### config.mk
export PLATFORM = sky130hd
export DESIGN_NAME = cot_buck_pwm_sequencer
export DESIGN_NICKNAME = d
export VERILOG_FILES = /design/src/cot_pwm_pkg.sv /design/src/cycle_one_shot.sv /design/src/cot_buck_pwm_sequencer.sv
export SDC_FILE = /design/constraint.sdc
export NUM_CORES = 1
export LEC_CHECK = 0
export ABC_AREA = 0
export BUFFER_PORTS_ARGS = -buffer_cell sky130_fd_sc_hd__buf_2
export CAP_MARGIN = 20
export CORE_MARGIN = 4
export CORE_UTILIZATION = 60
export CTS_BUF_LIST = sky130_fd_sc_hd__clkbuf_8
export CTS_CLUSTER_SIZE = 16
export DETAILED_ROUTE_END_ITERATION = 6
export PLACE_DENSITY = 0.78
export SLEW_MARGIN = 30
export SYNTH_ARGS = -nofsm -noshare
export SYNTH_HDL_FRONTEND = slang
export SYNTH_SLANG_ARGS = --single-unit
### constraint.sdc
create_clock -name sys_clk_i -period 12.6 [get_ports sys_clk_i]
set_clock_uncertainty 0.15 [all_clocks]
set_input_delay 1.26 -clock sys_clk_i [delete_from_list [all_inputs] [get_ports sys_clk_i]]
set_output_delay 1.26 -clock sys_clk_i [all_outputs]
set_load 0.02 [all_outputs]
### src/cot_pwm_pkg.sv
package cot_pwm_pkg;

  // Time base
  localparam int CLK_PERIOD_NS = 8;

  // Counter widths
  localparam int ON_W = 11;
  localparam int K_W = 10;
  localparam int MIN_OFF_W = 6;
  localparam int DEAD_W = 4;
  localparam int OSC_W = 13;
  localparam int RATIO_W_DEF = 10;

  // Minimum off-time, least time so rounded up
  localparam int MIN_OFF_NS = 300;
  localparam logic [MIN_OFF_W-1:0] MIN_OFF_CYC =
    MIN_OFF_W'((MIN_OFF_NS + CLK_PERIOD_NS - 1) / CLK_PERIOD_NS);

  // Dead times, least times so rounded up
  localparam int DEAD_LO_NS = 30;
  localparam int DEAD_HI_NS = 40;
  localparam logic [DEAD_W-1:0] DEAD_LO_CYC =
    DEAD_W'((DEAD_LO_NS + CLK_PERIOD_NS - 1) / CLK_PERIOD_NS);
  localparam logic [DEAD_W-1:0] DEAD_HI_CYC =
    DEAD_W'((DEAD_HI_NS + CLK_PERIOD_NS - 1) / CLK_PERIOD_NS);

  // On-time factor K per strap level and channel
  localparam int K1_GND_NS = 5000;
  localparam int K2_GND_NS = 4000;
  localparam int K1_REF_NS = 3330;
  localparam int K2_REF_NS = 2670;
  localparam int K1_REG_NS = 2500;
  localparam int K2_REG_NS = 2000;
  localparam logic [K_W-1:0] K1_GND_CYC = K_W'(K1_GND_NS / CLK_PERIOD_NS);
  localparam logic [K_W-1:0] K2_GND_CYC = K_W'(K2_GND_NS / CLK_PERIOD_NS);
  localparam logic [K_W-1:0] K1_REF_CYC = K_W'(K1_REF_NS / CLK_PERIOD_NS);
  localparam logic [K_W-1:0] K2_REF_CYC = K_W'(K2_REF_NS / CLK_PERIOD_NS);
  localparam logic [K_W-1:0] K1_REG_CYC = K_W'(K1_REG_NS / CLK_PERIOD_NS);
  localparam logic [K_W-1:0] K2_REG_CYC = K_W'(K2_REG_NS / CLK_PERIOD_NS);

  // Nominal switching frequencies
  localparam int F1_GND_KHZ = 200;
  localparam int F2_GND_KHZ = 250;
  localparam int F1_REF_KHZ = 300;
  localparam int F2_REF_KHZ = 375;
  localparam int F1_REG_KHZ = 400;
  localparam int F2_REG_KHZ = 500;

  // Ultrasonic oscillator, period kept under the 25kHz limit
  localparam int USON_MAX_PERIOD_NS = 40000;
  localparam int USON_PERIOD_NS = 37000;
  localparam int USON_PERIOD_CYC = USON_PERIOD_NS / CLK_PERIOD_NS;

  typedef enum logic [1:0] {
    LVL_GND = 2'b00,
    LVL_REF = 2'b01,
    LVL_REG5 = 2'b10,
    LVL_REG3 = 2'b11
  } strap_level_e;

  typedef enum logic [1:0] {
    MODE_FCCM = 2'b00,
    MODE_DEM = 2'b01,
    MODE_USON = 2'b10
  } mode_e;

  typedef enum logic [2:0] {
    ST_IDLE = 3'b000,
    ST_DEAD_HI = 3'b001,
    ST_ON = 3'b010,
    ST_DEAD_LO = 3'b011,
    ST_LOW = 3'b100
  } phase_e;

  typedef struct packed {
    logic error_high;
    logic over_limit;
    logic zero_cross;
    logic ch1_above_switchover;
  } cmp_s;

  typedef struct packed {
    logic high_side_drive;
    logic low_side_drive;
  } gate_s;

endpackage : cot_pwm_pkg

### src/cycle_one_shot.sv
module cycle_one_shot #(
  parameter int W = 4
) (
  // Clock and reset
  input wire logic sys_clk_i,
  input wire logic rst_i,
  // Trigger
  input wire logic load_i,
  input wire logic [W-1:0] len_i,
  // Status
  output logic busy_o,
  output logic expire_o
);

  logic [W-1:0] cnt_q;

  if (W < 1 || W > 16) begin : g_bad_width
    $error("cycle_one_shot: width out of range");
  end

  // A zero length never expires; callers clamp to at least one cycle
  always_ff @(posedge sys_clk_i) begin
    if (rst_i) begin
      cnt_q <= '0;
    end else if (load_i) begin
      cnt_q <= len_i;
    end else if (cnt_q != '0) begin
      cnt_q <= cnt_q - W'(1);
    end
  end

  assign busy_o = (cnt_q != '0);
  assign expire_o = (cnt_q == W'(1));

endmodule : cycle_one_shot

### src/cot_buck_pwm_sequencer.sv
module cot_buck_pwm_sequencer #(
  parameter bit CHANNEL = 1'b0,
  parameter int RATIO_W = cot_pwm_pkg::RATIO_W_DEF,
  parameter int USON_PERIOD_CYC = cot_pwm_pkg::USON_PERIOD_CYC
) (
  // Clock and reset
  input wire logic sys_clk_i,
  input wire logic rst_i,
  // Straps, caught once after reset
  input wire logic [1:0] freq_select_strap_i,
  input wire logic [1:0] mode_select_strap_i,
  // Comparators and voltage ratio
  input wire cot_pwm_pkg::cmp_s cmp_i,
  input wire logic [RATIO_W-1:0] ratio_i,
  // Switch drivers and supply select
  output cot_pwm_pkg::gate_s gate_o,
  output logic supply_from_channel_one_o
);
  import cot_pwm_pkg::*;

  function automatic bit k_freq_ok(input int k_ns, input int f_khz);
    return (k_ns * f_khz >= 990_000) && (k_ns * f_khz <= 1_010_000);
  endfunction : k_freq_ok

  if (!k_freq_ok(K1_GND_NS, F1_GND_KHZ) || !k_freq_ok(K2_GND_NS, F2_GND_KHZ) ||
      !k_freq_ok(K1_REF_NS, F1_REF_KHZ) || !k_freq_ok(K2_REF_NS, F2_REF_KHZ) ||
      !k_freq_ok(K1_REG_NS, F1_REG_KHZ) || !k_freq_ok(K2_REG_NS, F2_REG_KHZ))
  begin : g_bad_table
    $error("cot_buck_pwm_sequencer: K and frequency table disagree");
  end
  if (RATIO_W < 4 || RATIO_W > 16 || USON_PERIOD_CYC < 2 ||
      USON_PERIOD_CYC >= (1 << OSC_W) ||
      USON_PERIOD_CYC * CLK_PERIOD_NS >= USON_MAX_PERIOD_NS) begin : g_bad_param
    $error("cot_buck_pwm_sequencer: parameter out of range");
  end

  // factor per strap level and channel
  function automatic logic [K_W-1:0] k_cycles(input strap_level_e lvl, input bit ch2);
    logic [K_W-1:0] k;
    k = '0;
    unique case (lvl)
      LVL_GND: k = ch2 ? K2_GND_CYC : K1_GND_CYC;
      LVL_REF: k = ch2 ? K2_REF_CYC : K1_REF_CYC;
      LVL_REG5, LVL_REG3: k = ch2 ? K2_REG_CYC : K1_REG_CYC;
    endcase
    return k;
  endfunction : k_cycles

  // ratio is a fraction of full scale; clamped so a pulse always ends
  function automatic logic [ON_W-1:0] on_cycles(input logic [K_W-1:0] k,
                                               input logic [RATIO_W-1:0] r);
    logic [K_W+RATIO_W-1:0] prod;
    logic [ON_W-1:0] len;
    prod = k * r;
    len = ON_W'(prod >> RATIO_W);
    return (len == '0) ? ON_W'(1) : len;
  endfunction : on_cycles

  cmp_s sync1_q;
  cmp_s sync2_q;
  logic strap_taken_q;
  strap_level_e freq_q;
  mode_e mode_q;
  phase_e state_q;
  phase_e state_d;
  logic hold_q;
  logic hold_d;
  gate_s gate_q;
  logic supply_q;
  logic [OSC_W-1:0] osc_q;

  always_ff @(posedge sys_clk_i) begin
    if (rst_i) begin
      sync1_q <= '0;
      sync2_q <= '0;
    end else begin
      sync1_q <= cmp_i;
      sync2_q <= sync1_q;
    end
  end

  wire err_s = sync2_q.error_high;
  wire lim_s = sync2_q.over_limit;
  wire zc_s = sync2_q.zero_cross;
  wire sw_s = sync2_q.ch1_above_switchover;

  wire strap_level_e mode_lvl = strap_level_e'(mode_select_strap_i);
  wire mode_e mode_d = (mode_lvl == LVL_GND) ? MODE_FCCM :
                       (mode_lvl == LVL_REF) ? MODE_DEM : MODE_USON;

  // Straps are read once so a glitch cannot change mode mid-run
  always_ff @(posedge sys_clk_i) begin
    if (rst_i) begin
      strap_taken_q <= 1'b0;
      freq_q <= LVL_GND;
      mode_q <= MODE_FCCM;
    end else if (!strap_taken_q) begin
      strap_taken_q <= 1'b1;
      freq_q <= strap_level_e'(freq_select_strap_i);
      mode_q <= mode_d;
    end
  end

  // channel picks its own K set; the other channel has its own instance
  wire [K_W-1:0] k_sel = k_cycles(freq_q, CHANNEL);
  // on-time does not depend on mode or load
  wire [ON_W-1:0] on_len = on_cycles(k_sel, ratio_i);

  wire enter_on = (state_d == ST_ON) && (state_q != ST_ON);
  // minimum off-time starts as the high side turns off
  wire min_off_load = (state_q == ST_ON) && (state_d == ST_DEAD_LO);
  wire dead_load = (state_d != state_q) &&
                   ((state_d == ST_DEAD_HI) || (state_d == ST_DEAD_LO));
  wire [DEAD_W-1:0] dead_len = (state_d == ST_DEAD_HI) ? DEAD_HI_CYC : DEAD_LO_CYC;
  wire on_expire;
  wire min_off_busy;
  wire dead_expire;
  wire uson = (mode_q == MODE_USON);

  cycle_one_shot #(.W(ON_W)) u_on_timer (
    .sys_clk_i(sys_clk_i),
    .rst_i(rst_i),
    .load_i(enter_on),
    .len_i(on_len),
    .busy_o(),
    .expire_o(on_expire)
  );

  cycle_one_shot #(.W(MIN_OFF_W)) u_min_off_timer (
    .sys_clk_i(sys_clk_i),
    .rst_i(rst_i),
    .load_i(min_off_load),
    .len_i(MIN_OFF_CYC),
    .busy_o(min_off_busy),
    .expire_o()
  );

  cycle_one_shot #(.W(DEAD_W)) u_dead_timer (
    .sys_clk_i(sys_clk_i),
    .rst_i(rst_i),
    .load_i(dead_load),
    .len_i(dead_len),
    .busy_o(),
    .expire_o(dead_expire)
  );

  // oscillator restarts on every high-side pulse, so it fires only after a full period without one
  wire osc_tick = uson && (osc_q == OSC_W'(USON_PERIOD_CYC - 1));
  always_ff @(posedge sys_clk_i) begin
    if (rst_i || enter_on || osc_tick) begin
      osc_q <= '0;
    end else begin
      osc_q <= osc_q + OSC_W'(1);
    end
  end

  // start condition; no start while over the limit
  wire start_ok = strap_taken_q && err_s && !lim_s && !min_off_busy;

  always_comb begin
    state_d = state_q;
    hold_d = hold_q;
    unique case (state_q)
      ST_IDLE: begin
        if (start_ok) begin
          state_d = ST_DEAD_HI;
        // oscillator forces the low side on
        end else if (osc_tick) begin
          state_d = ST_LOW;
          hold_d = 1'b1;
        end
      end
      ST_DEAD_HI: begin
        // limit still high when the dead time expires cancels the pulse
        if (dead_expire) begin
          state_d = lim_s ? ST_DEAD_LO : ST_ON;
        end
      end
      ST_ON: begin
        if (on_expire) begin
          state_d = ST_DEAD_LO;
        end
      end
      ST_DEAD_LO: begin
        if (dead_expire) begin
          state_d = ST_LOW;
        end
      end
      ST_LOW: begin
        // restart as soon as allowed, so heavy load runs at preset frequency
        if (start_ok) begin
          state_d = ST_DEAD_HI;
        // zero crossing ends the low side; not in forced mode
        end else if (mode_q != MODE_FCCM && zc_s && !hold_q) begin
          state_d = ST_IDLE;
        end else if (osc_tick) begin
          hold_d = 1'b1;
        end
      end
      default: begin
        state_d = ST_IDLE;
        hold_d = 1'b0;
      end
    endcase
    // once the next high-side on-time starts the normal zero-crossing exit applies again
    if (state_d == ST_ON) begin
      hold_d = 1'b0;
    end
  end

  always_ff @(posedge sys_clk_i) begin
    if (rst_i) begin
      state_q <= ST_IDLE;
      hold_q <= 1'b0;
      gate_q <= '0;
      supply_q <= 1'b0;
    end else begin
      state_q <= state_d;
      hold_q <= hold_d;
      // drives follow the next phase so they come from flops
      gate_q.high_side_drive <= (state_d == ST_ON);
      gate_q.low_side_drive <= (state_d == ST_LOW);
      // supply switchover belongs to channel one only
      supply_q <= !CHANNEL && sw_s;
    end
  end

  assign gate_o = gate_q;
  assign supply_from_channel_one_o = supply_q;

  // Helpers for the checks below
  logic [ON_W-1:0] on_len_q;
  logic [ON_W-1:0] hs_run_q;
  logic [6:0] lo_run_q;
  logic [OSC_W-1:0] idle_run_q;
  always_ff @(posedge sys_clk_i) begin
    if (rst_i) begin
      on_len_q <= '0;
      hs_run_q <= '0;
      lo_run_q <= '1;
      idle_run_q <= '0;
    end else begin
      if (enter_on) begin
        on_len_q <= on_len;
      end
      hs_run_q <= gate_q.high_side_drive ? hs_run_q + ON_W'(1) : '0;
      if (gate_q.high_side_drive) begin
        lo_run_q <= '0;
      end else if (lo_run_q != '1) begin
        lo_run_q <= lo_run_q + 7'(1);
      end
      // Saturates so long idle stretches in other modes cannot wrap
      if (gate_q != '0) begin
        idle_run_q <= '0;
      end else if (idle_run_q != '1) begin
        idle_run_q <= idle_run_q + OSC_W'(1);
      end
    end
  end
endmodule : cot_buck_pwm_sequencer

## Word level (Yosys, flattened, before mapping)

Cells that the tools add are included.

| operators by class | value |
|---|---|
| $add $sub $neg | 4 |
| multiply operators | 1 |
| equal/unequal tests | 21 |
| muxes and demuxes | 26 |
| bitwise operators | 1 |
| reductions and logical operators | 31 |

Operator list:

| kind | number |
|---|---|
| $pmux 10 s3 | 1 |
| $mux 11 | 2 |
| $mux 3 | 7 |
| $mul 10x10->20 | 1 |
| $pmux 3 s5 | 1 |
| $add 13x1->13 const B | 1 |
| $eq 13x13->1 const B | 1 |
| $eq 3x2->1 const B | 4 |
| $mux 6 | 2 |
| $eq 11x1->1 const B | 1 |
| $logic_not 11->1 | 1 |
| $reduce_bool 11->1 | 1 |
| $sub 11x1->11 const B | 1 |
| $mux 10 | 1 |
| $logic_and 1x1->1 | 9 |
| $mux 4 | 2 |
| $reduce_bool 2->1 | 4 |
| $mux 1 | 7 |
| $eq 2x2->1 const B | 3 |
| $eq 3x1->1 const B | 2 |
| $eq 3x3->1 const B | 2 |
| $ne 2x2->1 const B | 3 |
| $reduce_bool 6->1 | 1 |
| $reduce_or 2->1 | 3 |
| other kinds (16) | 23 |

| word-level totals | value |
|---|---|
| register bits after elaboration | 54 |
| input port bits | 20 |
| output and inout bits | 3 |

## Logic depth before layout (Yosys ltp)

| depth | value |
|---|---|
| depth after elaboration | 10 |
| gate-level depth with buffers | 20 |

## Hierarchy

A second synthesis with hierarchy kept.

| unflattened totals | value |
|---|---|
| cell total of the unflattened synthesis | 551 |
| area total of the unflattened synthesis | 4,918.5 um^2 |

By module, submodules not included:

| module | instances | cells an instance | area each (um^2) | sequential area each (um^2) |
|---|---|---|---|---|
| cot_buck_pwm_sequencer | 1 | 402 | 3,639.7 | 660.6 |
| cycle_one_shot (u_on_timer) | 1 | 76 | 636.9 | 220.2 |
| cycle_one_shot (u_min_off_timer) | 1 | 45 | 391.6 | 120.1 |
| cycle_one_shot (u_dead_timer) | 1 | 28 | 250.2 | 80.1 |

## Least setup slack after synthesis

No wires, ideal clock.

| path | value |
|---|---|
| path kind | input to register |
| start point | input port ratio_i[3] |
| end point | register u_on_timer.cnt_q[0] |
| library setup time | 59 ps |
| arrival | 5,982 ps |
| data required time | 12,391 ps |
| slack | 6,409 ps |
| stages | 19 |
| path buffers | 0 |
| cell sequence | inv_1 -> nor2_1 -> inv_1 -> fa_1 -> inv_1 -> fa_1 -> fa_1 -> inv_1 -> fa_1 -> inv_1 -> fa_1 -> ha_1 -> a21oi_1 -> o211ai_2 -> a21o_1 -> xor2_1 -> or4_4 -> nor4_2 -> a31o_1 |

| on the way | value |
|---|---|
| longest elaborated chain between the ends | 4 |

RTL lines:

| what | RTL line | RTL |
|---|---|---|
| from (decl) | cot_buck_pwm_sequencer.sv:14 | `input wire logic [RATIO_W-1:0] ratio_i,` |
| $mul 10x10->20 * | cot_buck_pwm_sequencer.sv:54 | `prod = k * r;` |
| $logic_not 11->1 | cot_buck_pwm_sequencer.sv:56 | `return (len == '0) ? ON_W'(1) : len;` |
| $mux 10 * | cot_buck_pwm_sequencer.sv:56 |  |
| $mux 11 * | cycle_one_shot.sv:25 | `end else if (load_i) begin` |
| to (signal assigned) | cycle_one_shot.sv:26 | `cnt_q <= len_i;` |
| to (signal assigned) | cycle_one_shot.sv:28 | `cnt_q <= cnt_q - W'(1);` |
| to (decl) | cycle_one_shot.sv:15 | `logic [W-1:0] cnt_q;` |

Mark *: on every way between the ends. The rest lies on a longest branch, timed or not.
A chain may end at the register's enable or synchronous reset.

## Final worst setup path

Same ends and word-level chain as after synthesis.

==> flow_summary.ini <==
[outcome]
status = finished, final reports clean

[worst_setup_path]
worst-path-stages = 20
r2r_end = u_on_timer.cnt_q[0]$_SDFFE_PP0P_
crit_required_ns = 12.71
cp_num_buf_inv = 6
worstSetupEndpointType = register
reg2reg_depth = 18
endpoint = u_on_timer.cnt_q[0]$_SDFFE_PP0P_
slowest_delay_ns = 0.54
cp.arrival_ns = 6.32
critPathMaxFanout = 4
regToRegStartpoint = freq_q[1]$_SDFFE_PP0N_
worst_path_dominant_cell_family = adder cells
critical_path_class = input port to register
timing.reg2reg.setup_slack_ns = 6.45
critPathSlowestCell = fa_1
start_kind = input port
crit_chain = buf_2 > inv_1 > nor2_1 > inv_1 > fa_1 > inv_1 > fa_1 > fa_1 > inv_1 > fa_1 > inv_1 > fa_1 > ha_1 > a21oi_1 > o21ai_0 > a211oi_1 > a21oi_1 > or4_4 > nor4_2 > a31o_1
startpoint = ratio_i[3]

[placed_design]
pre_cts_ws_ns = 6.08
dp_cells = 642
io_buffers = 22
globalplace.congestion = 0.880
dp_hpwl_mm = 7.38

[sta]
whs_ns = 0.294
setup_ws_ns = 6.39
finalCritPeriodShare_pct = 49.3
timing.fmax_ghz = 0.161
relSlewSlack_pct = 43.3
rsz0062_at_grt = false
setup_tns_ns = 0
slew_viol_final = 0
period_needed_ns = 6.21
hold_viol = 0
worstMarginPinSlew_ns = 0.849
setup_viol = 0

[drt]
first_pass_iters = 4
vias = 3567
post-route-drc-count = 0
viasPerCell = 5.49
drtIter0Drc = 118
wirelength_mm = 8.91
ant_nets = 0
post_drt_wl_per_cell_um = 13.7

[synth]
yosys_warnings = 0
async_flop_share_pct = 0
synthDistinctLibCells = 49
ys_ff_latch = 54
syn_area_per_cell_um2 = 8.89
netlist_area_mm2 = 0.00471
synth-main-ff-cell = dfxtp_1
synth_edf_count = 0
seq_area_frac_synth_pct = 22.9
synth_cells = 530

[cts]
postCtsSetupBuffers = 0
cts_max_level = 2
path_clk_slew_ns = 0.09
cts_hold_buf = 0
cts_tree = done
cts.sinks = 54
cts-root-buf = clkbuf_8
ctsResizeCount = 0
clock_latency_ns = 0.31
clockBufferDepth = 2
cts_buffers = 5

[final_layout]
layout_common_cells = inv_1 (60), ha_1 (59), nor2_1 (56)
nNetsFinal = 669
drive_gt1_share_pct = 7.48
fin_cells = 650
syn2layout_area_growth_pct = 6.37
fin_util_pct = 65.2
antennaDiodeCount = 0
final_common_cell = inv_1

[power_and_ir_drop]
powerDensity_mw_per_mm2 = 201
leakagePower_uw = 0.00238
peakVddDrop_v = 0.000103

[grt]
grt_max_degree = 30
grt_pass1_vias = 3479
grt_remaining_overflow = 0
antenna_found_initial = 0
grt_pass1_wl_mm = 15.6
grt_usage_pct = 19.8

[min_path]
hold_class = register to register

[floorplanning]
core_region_area_mm2 = 0.00769
start_util_pct = 61.3
io_pins = 23
die_w_um = 96.6
die_h_um = 96.6
fp-row-count = 32
die_area_mm2 = 0.00934

[job]
cap_violations = 0
-- kinds of logic (layout without fill, tap and decap cells) --
family / after synthesis / in the layout / share of synthesized area [%]
other: 2 / 3 / 0.159
AOI/OAI and AO/OA: 66 / 66 / 8.87
buffers and inverters: 74 / 91 / 6.08
and+or+nand+nor: 193 / 193 / 20.5
DFF: 54 / 54 / 22.9
xor gates and xnor gates: 32 / 32 / 5.95
muxes: 7 / 7 / 1.54
adders and majority gates: 102 / 102 / 33.9
-- sequential cells by signal, summed over array words and instances (netlist names), 3 cells and up --
signal and cells:
state_q 3, u_on_timer.cnt_q 11, sync1_q 4, osc_q 13, u_min_off_timer.cnt_q 6, u_dead_timer.cnt_q 4
-- cell usage after synthesis, types with 2 or more instances --
cell,count,area share [%]
mux2i_1,5,1.1
a211oi_1,8,1.3
ha_1,59,16
o211ai_1,3,0.48
nor2b_1,15,2.0
nor4b_1,3,0.56
nand4_1,3,0.40
a31oi_1,4,0.53
inv_1,60,4.8
nand2b_1,4,0.53
a211oi_2,2,0.53
o21ai_0,13,1.4
or4_1,2,0.32
or3_1,2,0.27
and3_1,4,0.53
nor4_1,3,0.40
xor2_1,16,3.0
xnor2_1,16,3.0
and2_1,23,3.1
nor3_1,10,1.1
nor4bb_1,2,0.42
nand3_1,11,1.2
a21oi_1,24,2.5
nand3b_1,4,0.64
nor2_1,56,4.5
nand2_1,45,3.6
fa_1,43,18
clkbuf_1,12,0.96
mux2_2,2,0.48
a21o_1,3,0.48
conb_1,2,0.16
dfxtp_1,54,23
-- worst min-delay path by stage --
stage | startpoint | end | cells after the start
final | sw_s$_SDFF_PP0_ | supply_from_channel_one_o$_SDFF_PP0_ | 1
after global placement | sync1_q[0]$_SDFF_PP0_ | sw_s$_SDFF_PP0_ | 1
after floorplan | sync1_q[3]$_SDFF_PP0_ | err_s$_SDFF_PP0_ | 1
after detailed placement | sw_s$_SDFF_PP0_ | supply_from_channel_one_o$_SDFF_PP0_ | 1
after global routing | sync1_q[0]$_SDFF_PP0_ | sw_s$_SDFF_PP0_ | 1
after CTS | sw_s$_SDFF_PP0_ | supply_from_channel_one_o$_SDFF_PP0_ | 1
-- power by group --
group | internal [µW] | total, µW | switching (µW) | leakage (µW)
logic | 294 | 658 | 364 | 0.00188
clock network | 59.6 | 116 | 56.6 | 0.0000585
registers | 202 | 230 | 28.3 | 0.000443
-- cell type report --
class | instances | area, µm²
clock buffers | 5 | 68.8
clock inverters | 3 | 43.8
fillers | 642 | 2680
inverters | 60 | 225
multi-input cells | 403 | 3350
flip-flops and latches | 54 | 1080
well taps | 102 | 128
repair buffers | 23 | 118
-- stage by stage --
step	power, µW	area, µm²
finish	1000	5010
global placement	863	4900
floorplan	763	4720
detailed placement	886	4900
global route	1120	5010
CTS	1010	5010
-- layer usage --
layer	routed length [µm]	global-route usage, %	share of wire (%)
met1	4260	28.9	48
met2	4250	31.1	48
met3	314	2.60	3.5
met4	92	5.18	1.0
met5	0	0	0
Note: power is estimated with default switching activity, not from simulation.
